`src/pkg/imu_frame_pkg.sv`:
```
package imu_frame_pkg;

  // Clock and timing
  localparam int unsigned CLK_KHZ          = 200000;
  localparam int unsigned TICK_RATE_HZ     = 200;
  localparam int unsigned TICK_CYCLES      = CLK_KHZ * 1000 / TICK_RATE_HZ;
  localparam int unsigned TX_DELAY_US      = 1000;
  localparam int unsigned TX_DELAY_CYCLES  = TX_DELAY_US * CLK_KHZ / 1000;
  localparam int unsigned TX_LIMIT_US      = 2000;
  localparam int unsigned TX_LIMIT_CYCLES  = TX_LIMIT_US * CLK_KHZ / 1000;
  localparam int unsigned BAUD_KHZ         = 1000;
  localparam int unsigned HALF_BIT_CYCLES  = CLK_KHZ / (2 * BAUD_KHZ);
  localparam int unsigned TICK_W           = 20;
  localparam int unsigned WAIT_W           = 18;
  localparam int unsigned DIV_W            = 7;
  localparam logic [DIV_W-1:0] DIV_LAST    = DIV_W'(HALF_BIT_CYCLES - 1);

  // Frame layout
  localparam logic [7:0]  FLAG_PATTERN     = 8'h7e;
  localparam logic [7:0]  HEADER_BYTE      = 8'h7e;
  localparam logic [4:0]  PAYLOAD_BYTES    = 5'h10;
  localparam logic [4:0]  BODY_BYTES       = 5'h12;
  localparam logic [4:0]  CHECKSUM_IDX     = 5'h0f;
  localparam logic [4:0]  FIRST_COUNT_IDX  = 5'h03;
  localparam logic [2:0]  MAX_ONES         = 3'h5;
  localparam logic [15:0] CRC_INIT         = 16'hffff;
  localparam logic [15:0] CRC_POLY         = 16'h8408;

  // Status byte bit positions (shown active low) and pin vector order
  localparam int unsigned ST_SELFTEST_BIT  = 7;
  localparam int unsigned ST_GYRO_EN_BIT   = 6;
  localparam int unsigned ST_NOT_HOT_BIT   = 5;
  localparam int unsigned ST_NOT_COLD_BIT  = 4;
  localparam int unsigned PIN_INIT         = 0;
  localparam int unsigned PIN_SELFTEST     = 1;
  localparam int unsigned PIN_GYRO_EN      = 2;
  localparam int unsigned PIN_NOT_HOT      = 3;
  localparam int unsigned PIN_NOT_COLD     = 4;
  localparam int unsigned PIN_COUNT        = 5;

  // Three 16-bit increments, x/y/z or roll/pitch/yaw
  typedef struct packed {
    logic [2:0][15:0] cnt;
  } triad_t;

  // Unit health pins, active high
  typedef struct packed {
    logic not_cold;
    logic not_hot;
    logic gyro_en;
    logic selftest_ok;
    logic init_done;
  } health_t;

  typedef enum logic [1:0] {SER_IDLE, SER_OPEN, SER_BODY, SER_CLOSE} ser_state_t;

  typedef struct packed {
    logic [PIN_COUNT-1:0] sync1;
    logic [PIN_COUNT-1:0] sync2;
    logic [PIN_COUNT-1:0] sync3;
    logic [PIN_COUNT-1:0] pin;
    logic [TICK_W-1:0]    tick_cnt;
    logic [WAIT_W-1:0]    wait_cnt;
    logic                 waiting;
    logic                 strobe;
    triad_t               acc_g;
    triad_t               acc_a;
    triad_t               snap_g;
    triad_t               snap_a;
    logic [7:0]           snap_status;
    logic [7:0]           pkt_cnt;
    logic                 prod_active;
    logic [4:0]           prod_idx;
    logic [15:0]          crc;
    logic [7:0]           xsum;
    logic [1:0][7:0]      fifo_mem;
    logic                 wr_ptr;
    logic                 rd_ptr;
    logic [1:0]           fill;
    ser_state_t           ser;
    logic [DIV_W-1:0]     div;
    logic                 sclk;
    logic                 sdata;
    logic [7:0]           shreg;
    logic [2:0]           bit_idx;
    logic [2:0]           ones;
    logic [4:0]           byte_cnt;
    logic                 have_byte;
  } framer_state_t;

endpackage

```
`src/imu_sample_frame_transmitter.sv`:
```
`timescale 1ns/10ps
// Functional notes
// - Validity strobe rises once every 5 ms, 200 Hz.
// - Strobe rises in the same cycle the gyro and accel counts are latched.
// - Strobe falls when the closing flag's last bit has been sent.
// - One packet per strobe period after gyro init; nothing before.
// - Frame completes between 1 ms and 2 ms after strobe rise.
// - Link is transmit only; no receive pins exist.
// - Bit rate 1000 kbaud, within 750 to 1000, synchronous bit-oriented framing.
// - Every byte goes out least significant bit first.
// - Broadcast frame: no address or control byte after the opening flag.
// - Unit generates and drives the serial clock.
// - Serial data changes only on falling serial clock edges, except its return to idle high at frame end, with the clock held high.
// - Frame is flag, 16 data bytes, 2 check bytes, closing flag.
// - Zero inserted after five ones in data and check bytes only.
// - Payload: header 7e, counter, status, six counts high then low, checksum.
// - Count order: gyro x, y, z, then accel roll, pitch, yaw.
// - Last payload byte is XOR of payload bytes one to fifteen.
// - Status bits 7..4: self-test, gyro enabled, not hot, not cold, active low.
// - Gyro count lsb is 0.4 arcsec; 16 bits cover 200 deg/s.
// - Accel count lsb is 3.38e-5 m/s; 16 bits cover 6 g.
// - Accel fields carry velocity counts accumulated over the cycle.
// - Gyro fields carry angle counts accumulated over the cycle.
module imu_sample_frame_transmitter #(
  parameter int unsigned TICK_CYCLES     = imu_frame_pkg::TICK_CYCLES,
  parameter int unsigned TX_DELAY_CYCLES = imu_frame_pkg::TX_DELAY_CYCLES
) (
  // Clock and reset
  input  wire logic                  mclk,
  input  wire logic                  arst_n,
  // Health pins from outside the clock domain
  input  wire imu_frame_pkg::health_t health,
  // Sensor increments from logic on mclk
  input  wire logic                  gyro_valid,
  input  wire imu_frame_pkg::triad_t gyro_delta,
  input  wire logic                  accel_valid,
  input  wire imu_frame_pkg::triad_t accel_delta,
  // Serial link and strobe outputs
  output logic                       validity_strobe,
  output logic                       serial_clk,
  output logic                       serial_data
);
  import imu_frame_pkg::*;

  framer_state_t st;
  framer_state_t next_st;
  logic          fall_now;
  logic          fifo_push;
  logic          fifo_pop;
  logic [7:0]    prod_byte;
  logic [15:0]   fcs;

  ////////////////////////////////////////////////////////////////////////////
  // Helpers

  // One byte through the reflected CRC, lsb first
  function automatic logic [15:0] crc_step(input logic [15:0] c, input logic [7:0] b);
    logic [15:0] r;
    logic        fb;
    r = c;
    for (int i = 0; i < 8; i++) begin
      fb = r[0] ^ b[i];
      r  = {1'b0, r[15:1]};
      if (fb) begin
        r = r ^ CRC_POLY;
      end
    end
    return r;
  endfunction

  // Payload byte at an index of the 16-byte message
  function automatic logic [7:0] payload_at(input framer_state_t s, input logic [4:0] idx);
    logic [4:0]  k;
    logic [15:0] w;
    k = idx - FIRST_COUNT_IDX;
    w = (k[4:1] < 4'h3) ? s.snap_g.cnt[k[2:1]] : s.snap_a.cnt[k[2:1] - 2'h3];
    if (idx == 5'h00) begin
      return HEADER_BYTE;
    end else if (idx == 5'h01) begin
      return s.pkt_cnt;
    end else if (idx == 5'h02) begin
      return s.snap_status;
    end else if (idx == CHECKSUM_IDX) begin
      return s.xsum;
    end else begin
      return k[0] ? w[7:0] : w[15:8];
    end
  endfunction

  ////////////////////////////////////////////////////////////////////////////
  // Combinational byte source and buffer handshakes

  always_comb begin
    fcs       = ~st.crc;
    if (st.prod_idx < PAYLOAD_BYTES) begin
      prod_byte = payload_at(st, st.prod_idx);
    end else if (st.prod_idx == PAYLOAD_BYTES) begin
      prod_byte = fcs[7:0];
    end else begin
      prod_byte = fcs[15:8];
    end
    fall_now  = st.sclk && (st.div == DIV_LAST);
    fifo_push = st.prod_active && (st.fill != 2'h2);
    fifo_pop  = (st.ser == SER_BODY) && !st.have_byte && (st.fill != 2'h0);
  end

  ////////////////////////////////////////////////////////////////////////////
  // Next state

  always_comb begin
    next_st = st;

    // Three-stage pin capture, level accepted once stages two and three agree
    next_st.sync1 = health;
    next_st.sync2 = st.sync1;
    next_st.sync3 = st.sync2;
    for (int i = 0; i < PIN_COUNT; i++) begin
      if (st.sync2[i] == st.sync3[i]) begin
        next_st.pin[i] = st.sync3[i];
      end
    end

    // Accumulate increments over the measurement cycle
    for (int a = 0; a < 3; a++) begin
      if (gyro_valid) begin
        next_st.acc_g.cnt[a] = st.acc_g.cnt[a] + gyro_delta.cnt[a];
      end
      if (accel_valid) begin
        next_st.acc_a.cnt[a] = st.acc_a.cnt[a] + accel_delta.cnt[a];
      end
    end

    // Period counter and strobe rise with the latch
    next_st.tick_cnt = st.tick_cnt + 1'b1;
    if (st.tick_cnt == TICK_W'(TICK_CYCLES - 1)) begin
      next_st.tick_cnt = '0;
      if (st.pin[PIN_INIT] && !st.strobe && (st.ser == SER_IDLE)) begin
        next_st.strobe   = 1'b1;
        next_st.waiting  = 1'b1;
        next_st.wait_cnt = '0;
        next_st.snap_g   = st.acc_g;
        next_st.snap_a   = st.acc_a;
        next_st.acc_g    = gyro_valid ? gyro_delta : '0;
        next_st.acc_a    = accel_valid ? accel_delta : '0;
        next_st.snap_status = 8'h00;
        next_st.snap_status[ST_SELFTEST_BIT] = ~st.pin[PIN_SELFTEST];
        next_st.snap_status[ST_GYRO_EN_BIT]  = ~st.pin[PIN_GYRO_EN];
        next_st.snap_status[ST_NOT_HOT_BIT]  = ~st.pin[PIN_NOT_HOT];
        next_st.snap_status[ST_NOT_COLD_BIT] = ~st.pin[PIN_NOT_COLD];
      end
    end

    // Hold off so the frame ends inside its window
    if (st.waiting) begin
      next_st.wait_cnt = st.wait_cnt + 1'b1;
      if (st.wait_cnt == WAIT_W'(TX_DELAY_CYCLES - 1)) begin
        next_st.waiting     = 1'b0;
        next_st.prod_active = 1'b1;
        next_st.prod_idx    = '0;
        next_st.crc         = CRC_INIT;
        next_st.xsum        = 8'h00;
        next_st.ser         = SER_OPEN;
        next_st.bit_idx     = '0;
        next_st.div         = '0;
      end
    end

    // Byte producer: header first, no address or control byte
    if (fifo_push) begin
      next_st.fifo_mem[st.wr_ptr] = prod_byte;
      next_st.wr_ptr   = ~st.wr_ptr;
      next_st.prod_idx = st.prod_idx + 1'b1;
      if (st.prod_idx < PAYLOAD_BYTES) begin
        next_st.crc = crc_step(st.crc, prod_byte);
      end
      if (st.prod_idx < CHECKSUM_IDX) begin
        next_st.xsum = st.xsum ^ prod_byte;
      end
      if (st.prod_idx == BODY_BYTES - 5'h01) begin
        next_st.prod_active = 1'b0;
      end
    end
    if (fifo_pop) begin
      next_st.rd_ptr    = ~st.rd_ptr;
      next_st.shreg     = st.fifo_mem[st.rd_ptr];
      next_st.have_byte = 1'b1;
      next_st.bit_idx   = '0;
    end
    next_st.fill = st.fill + {1'b0, fifo_push} - {1'b0, fifo_pop};

    // Serial clock divider, driven by the unit
    if (st.ser != SER_IDLE) begin
      next_st.div = st.div + 1'b1;
      if (st.div == DIV_LAST) begin
        next_st.div  = '0;
        next_st.sclk = ~st.sclk;
      end
    end

    // Data moves on falling edges only, except the return to idle high at frame end; far end samples on rising
    if (fall_now) begin
      case (st.ser)
        SER_OPEN: begin
          next_st.sdata   = FLAG_PATTERN[st.bit_idx];
          next_st.bit_idx = st.bit_idx + 1'b1;
          if (st.bit_idx == 3'h7) begin
            next_st.ser       = SER_BODY;
            next_st.ones      = '0;
            next_st.byte_cnt  = '0;
            next_st.have_byte = 1'b0;
          end
        end
        SER_BODY: begin
          if (st.ones == MAX_ONES) begin
            next_st.sdata = 1'b0;
            next_st.ones  = '0;
          end else if (st.have_byte) begin
            next_st.sdata   = st.shreg[st.bit_idx];
            next_st.ones    = st.shreg[st.bit_idx] ? st.ones + 1'b1 : '0;
            next_st.bit_idx = st.bit_idx + 1'b1;
            if (st.bit_idx == 3'h7) begin
              next_st.have_byte = 1'b0;
              next_st.byte_cnt  = st.byte_cnt + 1'b1;
            end
          end else if (st.byte_cnt == BODY_BYTES) begin
            next_st.sdata   = FLAG_PATTERN[0];
            next_st.bit_idx = 3'h1;
            next_st.ser     = SER_CLOSE;
          end
        end
        SER_CLOSE: begin
          if (st.bit_idx == 3'h0) begin
            next_st.ser     = SER_IDLE;
            next_st.strobe  = 1'b0;
            next_st.sdata   = 1'b1;
            next_st.sclk    = 1'b1;
            next_st.div     = '0;
            next_st.pkt_cnt = st.pkt_cnt + 1'b1;
          end else begin
            next_st.sdata   = FLAG_PATTERN[st.bit_idx];
            next_st.bit_idx = st.bit_idx + 1'b1;
          end
        end
        default: begin
          next_st.sdata = 1'b1;
        end
      endcase
    end
  end

  ////////////////////////////////////////////////////////////////////////////
  // State register

  always_ff @(posedge mclk or negedge arst_n) begin
    if (!arst_n) begin
      st       <= '0;
      st.ser   <= SER_IDLE;
      st.sclk  <= 1'b1;
      st.sdata <= 1'b1;
    end else begin
      st <= next_st;
    end
  end

  // Outputs straight from flip-flops; no receive path exists
  assign validity_strobe = st.strobe;
  assign serial_clk      = st.sclk;
  assign serial_data     = st.sdata;

  int unsigned since_rise;
  logic        seen_rise;

  // Cycles since the last strobe rise, cleared on the rise edge itself
  always_ff @(posedge mclk or negedge arst_n) begin
    if (!arst_n) begin
      since_rise <= 0;
      seen_rise  <= 1'b0;
    end else begin
      since_rise <= (next_st.strobe && !st.strobe) ? 0 : since_rise + 1;
      if (next_st.strobe && !st.strobe) begin
        seen_rise <= 1'b1;
      end
    end
  end
endmodule

```
`config.mk`:
```
export PLATFORM = sky130hd
export DESIGN_NAME = imu_sample_frame_transmitter
export DESIGN_NICKNAME = d
export VERILOG_FILES = /design/src/pkg/imu_frame_pkg.sv /design/src/imu_sample_frame_transmitter.sv
export SDC_FILE = /design/constraint.sdc
export NUM_CORES = 1
export LEC_CHECK = 0
export ABC_AREA = 0
export ABC_CLOCK_PERIOD_IN_PS = 4500
export BUFFER_PORTS_ARGS = -buffer_cell sky130_fd_sc_hd__clkbuf_2
export CAP_MARGIN = 20
export CORE_MARGIN = 2
export CORE_UTILIZATION = 56
export CTS_CLUSTER_DIAMETER = 100
export DETAILED_ROUTE_END_ITERATION = 16
export PLACE_DENSITY = 0.8
export SETUP_SLACK_MARGIN = 0.15
export SLEW_MARGIN = 20
export SYNTH_ARGS = -nofsm -noshare
export SYNTH_HDL_FRONTEND = slang
export SYNTH_SLANG_ARGS = --single-unit
```
`constraint.sdc`:
```
create_clock -name mclk -period 4.5 [get_ports mclk]
set_clock_uncertainty 0.2 [all_clocks]
set_input_delay 0.225 -clock mclk [delete_from_list [all_inputs] [get_ports mclk]]
set_output_delay 0.225 -clock mclk [all_outputs]
set_load 0.03 [all_outputs]
```
# ---- Yosys cells after proc, flatten, opt, wreduce, memory -nomap -nowiden
# Memories as Yosys holds them, arrays and structs flattened.
# Cells that the tools add are included.
dict set report word_totals {
  mem_bits_rw 0
  n_memories 1
  inputBits 105
  ff_bits 345
  wordCells 246
  mem_bits_ro 8
  latchBits 0
}
dict set report op_classes {
  n_bitwise 25
  div_mod_pow 0
  n_mul 0
  order_cmp 9
  add_sub_neg 18
  muxes 97
  eq_ne 26
  shift 0
  n_reduce_logical 26
}
# memory words word_bits read_ports rd_clocked_by_memory_dff wr line_no
set mem_list {}
lappend mem_list {{(name not given)} 8 1 1 0 0 imu_sample_frame_transmitter.sv:240} ;# next_st.sdata = FLAG_PATTERN[st.bit_idx];
# op count
set ops {}
lappend ops {{16-bit two-way mux} 32}
lappend ops {{240-bit two-way mux} 1}
lappend ops {{220-bit two-way mux} 1}
lappend ops {{8-bit two-way mux} 14}
lappend ops {{16-bit adder} 6}
lappend ops {{48-bit two-way mux} 2}
lappend ops {{16-bit binary-select mux with 2-bit select} 2}
lappend ops {{30-bit two-way mux} 2}
lappend ops {{47-bit two-way mux} 1}
lappend ops {{9-bit two-way mux} 4}
lappend ops {{3-bit two-way mux} 9}
lappend ops {{2-bit inverter with 3-bit output} 8}
lappend ops {{20-bit by 1-bit adder with 20-bit output, second input constant} 1}
lappend ops {{20-bit equality test, second input constant} 1}
lappend ops {{19-bit two-way mux} 1}
lappend ops {{18-bit by 1-bit adder with 18-bit output, second input constant} 1}
lappend ops {{18-bit equality test, second input constant} 1}
lappend ops {{9-bit one-hot mux with 2 select lines} 1}
lappend ops {{16-bit bitwise mux} 1}
lappend ops {{16-bit inverter} 1}
lappend ops {{5-bit equality test, second input constant} 3}
lappend ops {{2-bit nonzero test} 7}
lappend ops {{1-bit two-way mux} 12}
lappend ops {{12-bit two-way mux} 1}
lappend ops {{48 further kinds} 88}

# ---- Logic depth before layout (Yosys ltp)
# Gate-level depths: netlist of run 1.
dict set report logic_depth {
  ltp_word 43
  depth_mapped 17
  ltp_nobuf 14
}

# ---- Worst setup path before layout of run 1
# Ideal clock, no wire load.
dict set report synth_path {
  kind {reg-to-reg}
  start {register st[75] (netlist bit)}
  end {register st[59] (netlist bit)}
  n_path_buf 3
  period_less_slack_ns 4.291
  t_arrival_ns 4.014
  t_required_ns 4.223
  slack_ns 0.209
  stages_incl_launch_ff 17
  cell_sequence {dfrtp_1 buf_2 inv_1 clkbuf_1 ha_1 ha_1 buf_2 nor2_1 a221oi_1 a2bb2oi_1 a311o_2 a2111oi_4 a31oi_4 xor2_2 xnor3_2 xor2_1 a21oi_1}
}
# element line_no
set synth_lines {}
lappend synth_lines {{start, declared} imu_sample_frame_transmitter.sv:45} ;# framer_state_t st;
lappend synth_lines {{start signal, assigned} imu_sample_frame_transmitter.sv:261} ;# st <= next_st;

==> results.json, run 1 <==
{
  "ys_warn_count": 0,
  "peakVddDrop_mv": 0.3658,
  "slew_viol_final": 0,
  "die_w_um": 194.6,
  "crit_type": "reg2reg",
  "rows": 69,
  "track_usage": 0.2668,
  "synthArstFlopShare": 1.000,
  "fin_crit_ns": 4.218,
  "insertion_delay_ns": 0.53,
  "drv_cap": 0,
  "worst_pin_slew_ns": 1.016,
  "die_h_um": 194.6,
  "vias_per_cell": 5.898,
  "post_dp_cell_area_um2": 21310,
  "clkTransAtPathRegs_ns": 0.06,
  "fin_cells": 2995,
  "area_growth_pct": 16.43,
  "crit_slowest_cell": "dfrtp_1",
  "ant_nets": 0,
  "synth_area_um2": 20340,
  "crit_required_ns": 4.73,
  "cp_top_family": "compound AO/OA/AOI/OAI gates",
  "critPathBufInv": 2,
  "globalplace.congestion": 0.8935,
  "power.static_leakage_nw": 11.51,
  "grt_pass1_wl_um": 84460,
  "antenna_found_initial": 0,
  "start_util": 0.5706,
  "min_period_over_period": 0.9372,
  "relSlewSlack": 0.3227,
  "coreArea_um2": 35660,
  "design_area_um2": 23690,
  "first_pass_iters": 5,
  "utilization": 0.6643,
  "cts_max_level": 2,
  "critical_path.startpoint_type": "flip-flop",
  "dpl.hpwl_um": 34500,
  "clock_path_buffers": 3,
  "clockRootBuffer": "clkbuf_16",
  "crit_path_cell_trace": "ha_4, xor2_2, inv_2, ha_1, buf_6, mux2_1, a221oi_1, a2bb2oi_1, a311o_2, a2111oi_4, a31oi_4, xor2_4, xnor3_2, xor2_1, a21oi_1",
  "yosys_most_used_dff": "dfrtp_1",
  "arrival_ns": 4.45,
  "drtIter0Drc": 1394,
  "cts_sinks": 345,
  "synthDistinctLibCells": 83,
  "critPathMaxFanout": 17,
  "overflow": 0,
  "setup-violations-final": 0,
  "max_freq_mhz": 237.1,
  "hold_viol_final": 0,
  "synth_edf_count": 0,
  "tritoncts": "done",
  "status": "finished clean",
  "route.vias.total": 17660,
  "grt_max_degree": 142,
  "fp.dieArea_um2": 37870,
  "rsz0062_at_grt": "no",
  "dp.cells": 2824,
  "power_density_nw_per_um2": 467.2,
  "fin_setup_tns_ns": 0,
  "wirelength_um": 50850,
  "portBuffers": 107,
  "layout-drive-gt1-share": 0.1062,
  "end_kind": "flip-flop",
  "route.detailed.drc": 0,
  "syn_nets": 2568,
  "p_total_mw": 11.07,
  "hold_class": "in2async",
  "final_nets": 2731,
  "grt_pass1_vias": 17240,
  "synth_cells": 2343,
  "cts_buffers": 37,
  "syn_avg_cell_area_um2": 8.683,
  "routedWlPerCell_um": 16.98,
  "antenna_cells": 0,
  "cp_slowest_stage_delay_ns": 0.49,
  "yosysSeqAreaShare": 0.4245,
  "ys_ff_latch": 345,
  "io_pins": 108
}
-- routing by layer --
layer	up-vias	GRT usage	part of all wire
met1	8599	0.3497	0.43
met4	0	0.08547	0.027
met3	90	0.03054	0.046
met2	498	0.4638	0.50
li1	8477	-	-
met5	-	0	0
-- final cells by class --
class                      count  area, um2
multi-input combinational   1821      11050
clock buffer                  53       1109
tap                          461      576.8
fill                        2735      11970
timing repair buffer         240       1878
clock inverter                14      206.4
sequential                   345       8637
inverter                      61      229.0
-- kinds of logic after synthesis --
kind of cell / count (synthesis) / share of synthesized area
and+or+nand+nor: 934 / 0.1976
muxes: 57 / 0.03401
xor gates and xnor gates: 110 / 0.05123
AOI/OAI and AO/OA: 595 / 0.1800
buffers and inverters: 177 / 0.03426
DFF: 345 / 0.4245
adders and majority gates: 125 / 0.07848
-- cell usage after synthesis (all sizes together), types with 17 or more instances --
master | instances | share of area
nor2 | 139 | 0.026
ha | 114 | 0.070
dfrtp | 343 | 0.42
a21o | 35 | 0.013
nand3 | 61 | 0.015
a21oi | 134 | 0.034
and3 | 21 | 0.0065
nor3 | 24 | 0.0062
buf | 23 | 0.0058
clkbuf | 93 | 0.017
xor2 | 38 | 0.017
nor2b | 28 | 0.0086
xnor2 | 71 | 0.033
o21ai | 223 | 0.055
nand2b | 28 | 0.0086
mux2i | 32 | 0.016
o21a | 20 | 0.0074
o211ai | 48 | 0.018
nand2 | 572 | 0.11
inv | 61 | 0.011
a31oi | 48 | 0.015
mux2 | 17 | 0.0094
-- per-stage QoR --
| stage | worst slack (ns) | hold slack, ns |
|---|---|---|
| after floorplan | 0.2090 | -0.2706 |
| after global placement | 0.3520 | 0.09107 |
| after detailed placement | 0.2306 | 0.09301 |
| after CTS | 0.1844 | 0.1326 |
| after global routing | 0.1429 | 0.1564 |
| final | 0.2824 | 0.08945 |
-- report_power, final --
part	total [mW]	switching [mW]	internal, mW
clock network	3.28	1.28	2.01
registers	3.98	0.443	3.54
logic	3.80	2.03	1.78
total	11.1	3.74	7.32
-- sequential cells by signal, indices dropped and copies added (netlist names), named ones only --
| name | flops |
|---|---|
| serial_data | 1 |
| validity_strobe | 1 |
| next_st | 10 |
| serial_clk | 1 |
| st | 316 |
-- placed cells by master (no fill, tap or decap), drive strengths merged, types with 24 or more instances in the layout --
cell type and instances:
xnor2 71, nor3 24, buf 33, nand2 572
o21ai 223, dlygate4sd3 102, clkbuf 158, nand2b 28
a21o 35, dfrtp 343, xor2 38, ha 114
o211ai 48, nor2b 28, inv 62, mux2i 32
a31oi 48, nand3 61, nor2 139, a21oi 134
-- final timing paths --
path	start	endpoint	slack, ns	cells after the start
setup / recovery	st[76]$_DFFE_PN0P_	st[66]$_DFF_PN0_	0.28	15
hold / removal	arst_n	st[322]$_DFF_PN0_	0.09	2
setup reg to reg	st[76]$_DFFE_PN0P_	st[66]$_DFF_PN0_	0.28	15
hold reg to reg	next_st[341]$_DFF_PN0_	next_st[336]$_DFF_PN0_	0.15	0
max in group asynchronous	arst_n	st[279]$_DFF_PN0_	2.91	3
min in group mclk	next_st[341]$_DFF_PN0_	next_st[336]$_DFF_PN0_	0.15	0
-- timing repair --
action	in CTS	in global routing
hold buffers	102	0
buffers inserted	0	2
gates resized for setup	1	4
hold endpoints to repair	187	0
cloned	0	0
endpoints found under the setup margin	1	4
Power figures use the tool's default switching activity.
==> inputs of run 2 (changes only) <==
- ABC_AREA: 0 -> 1
- CORE_ASPECT_RATIO: default -> 0.5
- PLACE_DENSITY: 0.8 -> 0.78
==> run 2 against run 1 <==
Compared with the run above: the run now ends with design-rule violations left; sequential power down 2%; cell count up 14%; hold slack better by 0.023 ns.
==> results.json, run 2 <==
{
  "status": "finished, violations left",
  "violations": "design-rule violations",
  "clockRootBuffer": "clkbuf_16",
  "insertion_delay_ns": 0.54,
  "use_met2": 0.4553,
  "grt_pass1_vias": 18350,
  "crit_required_ns": 4.73,
  "synthMuxAreaShare": 0.0009662,
  "critPathMaxFanout": 34,
  "tritoncts": "done",
  "place_ws_ns": 1.083,
  "critical_path.startpoint_type": "flip-flop",
  "largest_register_ffs": 316,
  "yosys_most_used_dff": "dfrtp_1",
  "ys_ff_latch": 345,
  "first_pass_iters": 12,
  "relSlewSlack": 0.3726,
  "seq_area_um2": 8636,
  "syn_nets": 2940,
  "die_h_um": 140.0,
  "fin_ws_ns": 0.9441,
  "crit_path_cell_trace": "inv_1, ha_1, buf_4, inv_2, nor2_1, nor2_1, nand2_1, o211ai_1, nand3_1, nand2_1, nand2_1, nand2_1, nand2_1, nand2_1, inv_1, nand2_2, nand2_2, nand2_1, nand3_1, nand2_1, inv_1",
  "peakVddDrop_mv": 0.2724,
  "r2r_end": "st[62]$_DFF_PN0_",
  "globalplace.congestion": 0.9296,
  "slew_viol_final": 0,
  "hold_class": "in2async",
  "post_cts_buffers": 0,
  "power.static_leakage_nw": 11.92,
  "dpl.hpwl_um": 38490,
  "layout_common_cells": "754 x nand2_1, 343 x dfrtp_1, 306 x inv_1, 283 x o21ai_0, 181 x a21oi_1",
  "cts_buffers": 34,
  "layout-drive-gt1-share": 0.08742,
  "setup-violations-final": 0,
  "grt_pass1_wl_um": 92400,
  "p_total_mw": 10.77,
  "clkTransAtPathRegs_ns": 0.07,
  "fin_setup_tns_ns": 0,
  "drv_cap": 0,
  "cts_resized": 0,
  "multi_input_area_um2": 10510,
  "cts_max_level": 2,
  "grt_use_met1": 0.4137,
  "ant_nets": 0,
  "io_pins": 108,
  "grt_busiest_layer": "met2",
  "hold_viol_final": 0,
  "synth_simple_gate_area_share": 0.2324,
  "end_kind": "flip-flop",
  "route.vias.total": 19440,
  "coreArea_um2": 36170,
  "yosysMostFrequentCell": "nand2_1",
  "cts_hold_buffers": 102,
  "fin_crit_ns": 3.556,
  "r2r_slack_ns": 0.94,
  "cp_top_family": "simple AND/OR/NAND/NOR gates",
  "min_period_over_period": 0.7902,
  "synth-xor-area-share": 0.02579,
  "nFillCells": 2989,
  "crit_type": "reg2reg",
  "syn_avg_cell_area_um2": 7.632,
  "synth_largest_area_cell": "dfrtp_1",
  "ys_warn_count": 0,
  "met3_usage": 0.04621,
  "synthArstFlopShare": 1.000,
  "worst_pin_slew_ns": 0.9377,
  "die_w_um": 276.0,
  "crit_start": "st[75]$_DFFE_PN0P_",
  "drtIter0Drc": 1933,
  "portBuffers": 107,
  "critPathBufInv": 5,
  "crit-reg2reg-launch": "st[75]$_DFFE_PN0P_",
  "clock_path_buffers": 3,
  "route.detailed.drc": 2,
  "power_density_nw_per_um2": 449.5,
  "final_nets": 3118,
  "track_usage": 0.2903,
  "cp_slowest_stage_delay_ns": 0.50,
  "synth_edf_count": 0,
  "rows": 49,
  "synth_compound_area_frac": 0.1707,
  "layout_commonest_cell": "nand2_1",
  "synth_top_family_by_area": "simple AND/OR/NAND/NOR gates",
  "max_freq_mhz": 281.2,
  "area_growth_pct": 15.62,
  "crit_slowest_cell": "dfrtp_1",
  "grt_max_degree": 110,
  "rsz0062_at_grt": "no",
  "start_util": 0.5728,
  "synth_area_um2": 20720,
  "synth_cells": 2715,
  "antenna_found_initial": 4,
  "top_register": "st",
  "synthDistinctLibCells": 57,
  "arrival_ns": 3.78,
  "fp.dieArea_um2": 38650,
  "ys_top_cells_by_count": "754 x nand2_1, 343 x dfrtp_1, 306 x inv_1",
  "yosysTopAreaCellShare": 0.4143,
  "synthAdderAreaFrac": 0.07705,
  "reg2reg_depth": 21,
  "routedWlPerCell_um": 16.58,
  "vias_per_cell": 5.708,
  "cp_common_cell": "nand2_1",
  "cts_sinks": 345,
  "synthTopCellsByArea": "dfrtp_1 41%, nand2_1 14%, ha_1 6.9%",
  "yosysSeqAreaShare": 0.4168,
  "overflow": 0,
  "wirelength_um": 56450
}
==> run 2: cell type report <==
cell class | count | share of cell area
clock buffer | 44 | 0.04089
timing repair buffer | 231 | 0.07385
sequential | 345 | 0.3605
tap | 484 | 0.02528
antenna | 4 | 0.0004178
multi-input combinational | 1963 | 0.4388
inverter | 318 | 0.05003
clock inverter | 16 | 0.01024
==> run 2: metrics by stage <==
stage / cells / hold slack, ns / cell area [um2] / util
2_1_floorplan: 2715 / -0.2706 / 20720 / -
3_3_place_gp: 3239 / 0.1082 / 21700 / 0.5999
3_5_place_dp: 3239 / 0.1162 / 21700 / 0.5999
4_1_cts: 3401 / 0.1091 / 23950 / 0.6620
5_1_grt: 3404 / 0.1543 / 23950 / 0.6622
6_report: 3405 / 0.1128 / 23960 / 0.6623
==> run 2: cells by family (layout without fill, tap and decap cells) <==
kind of cell | after synthesis | count (layout)
compound gates | 619 | 619
simple gates | 1156 | 1156
buf+inv | 407 | 609
xor+xnor | 61 | 61
other cells | 0 | 4
mux | 2 | 2
fa+ha+maj | 125 | 125
flops | 345 | 345
==> run 2: per-layer routing <==
metal / share of wire / up-vias / routed length (um)
li1: - / 9338 / -
met1: 0.45 / 9232 / 25510
met2: 0.44 / 714 / 25100
met3: 0.073 / 152 / 4117
met4: 0.031 / 0 / 1724
met5: 0 / - / 0
==> run 2: power breakdown <==
part           internal, mW  switching (mW)  leakage [nW]  total (mW)
clock network          1.89            1.28         0.597        3.17
registers              3.54           0.355          4.51        3.89
logic                  1.52            2.19          6.82        3.71
total                  6.95            3.82          11.9        10.8
==> run 2: worst max-delay path by stage <==
| stage | endpoint | slack, ns | cells past startpoint |
|---|---|---|---|
| floorplan | st[62]$_DFF_PN0_ | 1.41 | 23 |
| global route | st[66]$_DFF_PN0_ | 0.65 | 24 |
| finish | st[62]$_DFF_PN0_ | 0.94 | 21 |
| global placement | st[62]$_DFF_PN0_ | 1.13 | 21 |
| CTS | st[66]$_DFF_PN0_ | 1.05 | 24 |
| detailed placement | st[62]$_DFF_PN0_ | 1.08 | 21 |
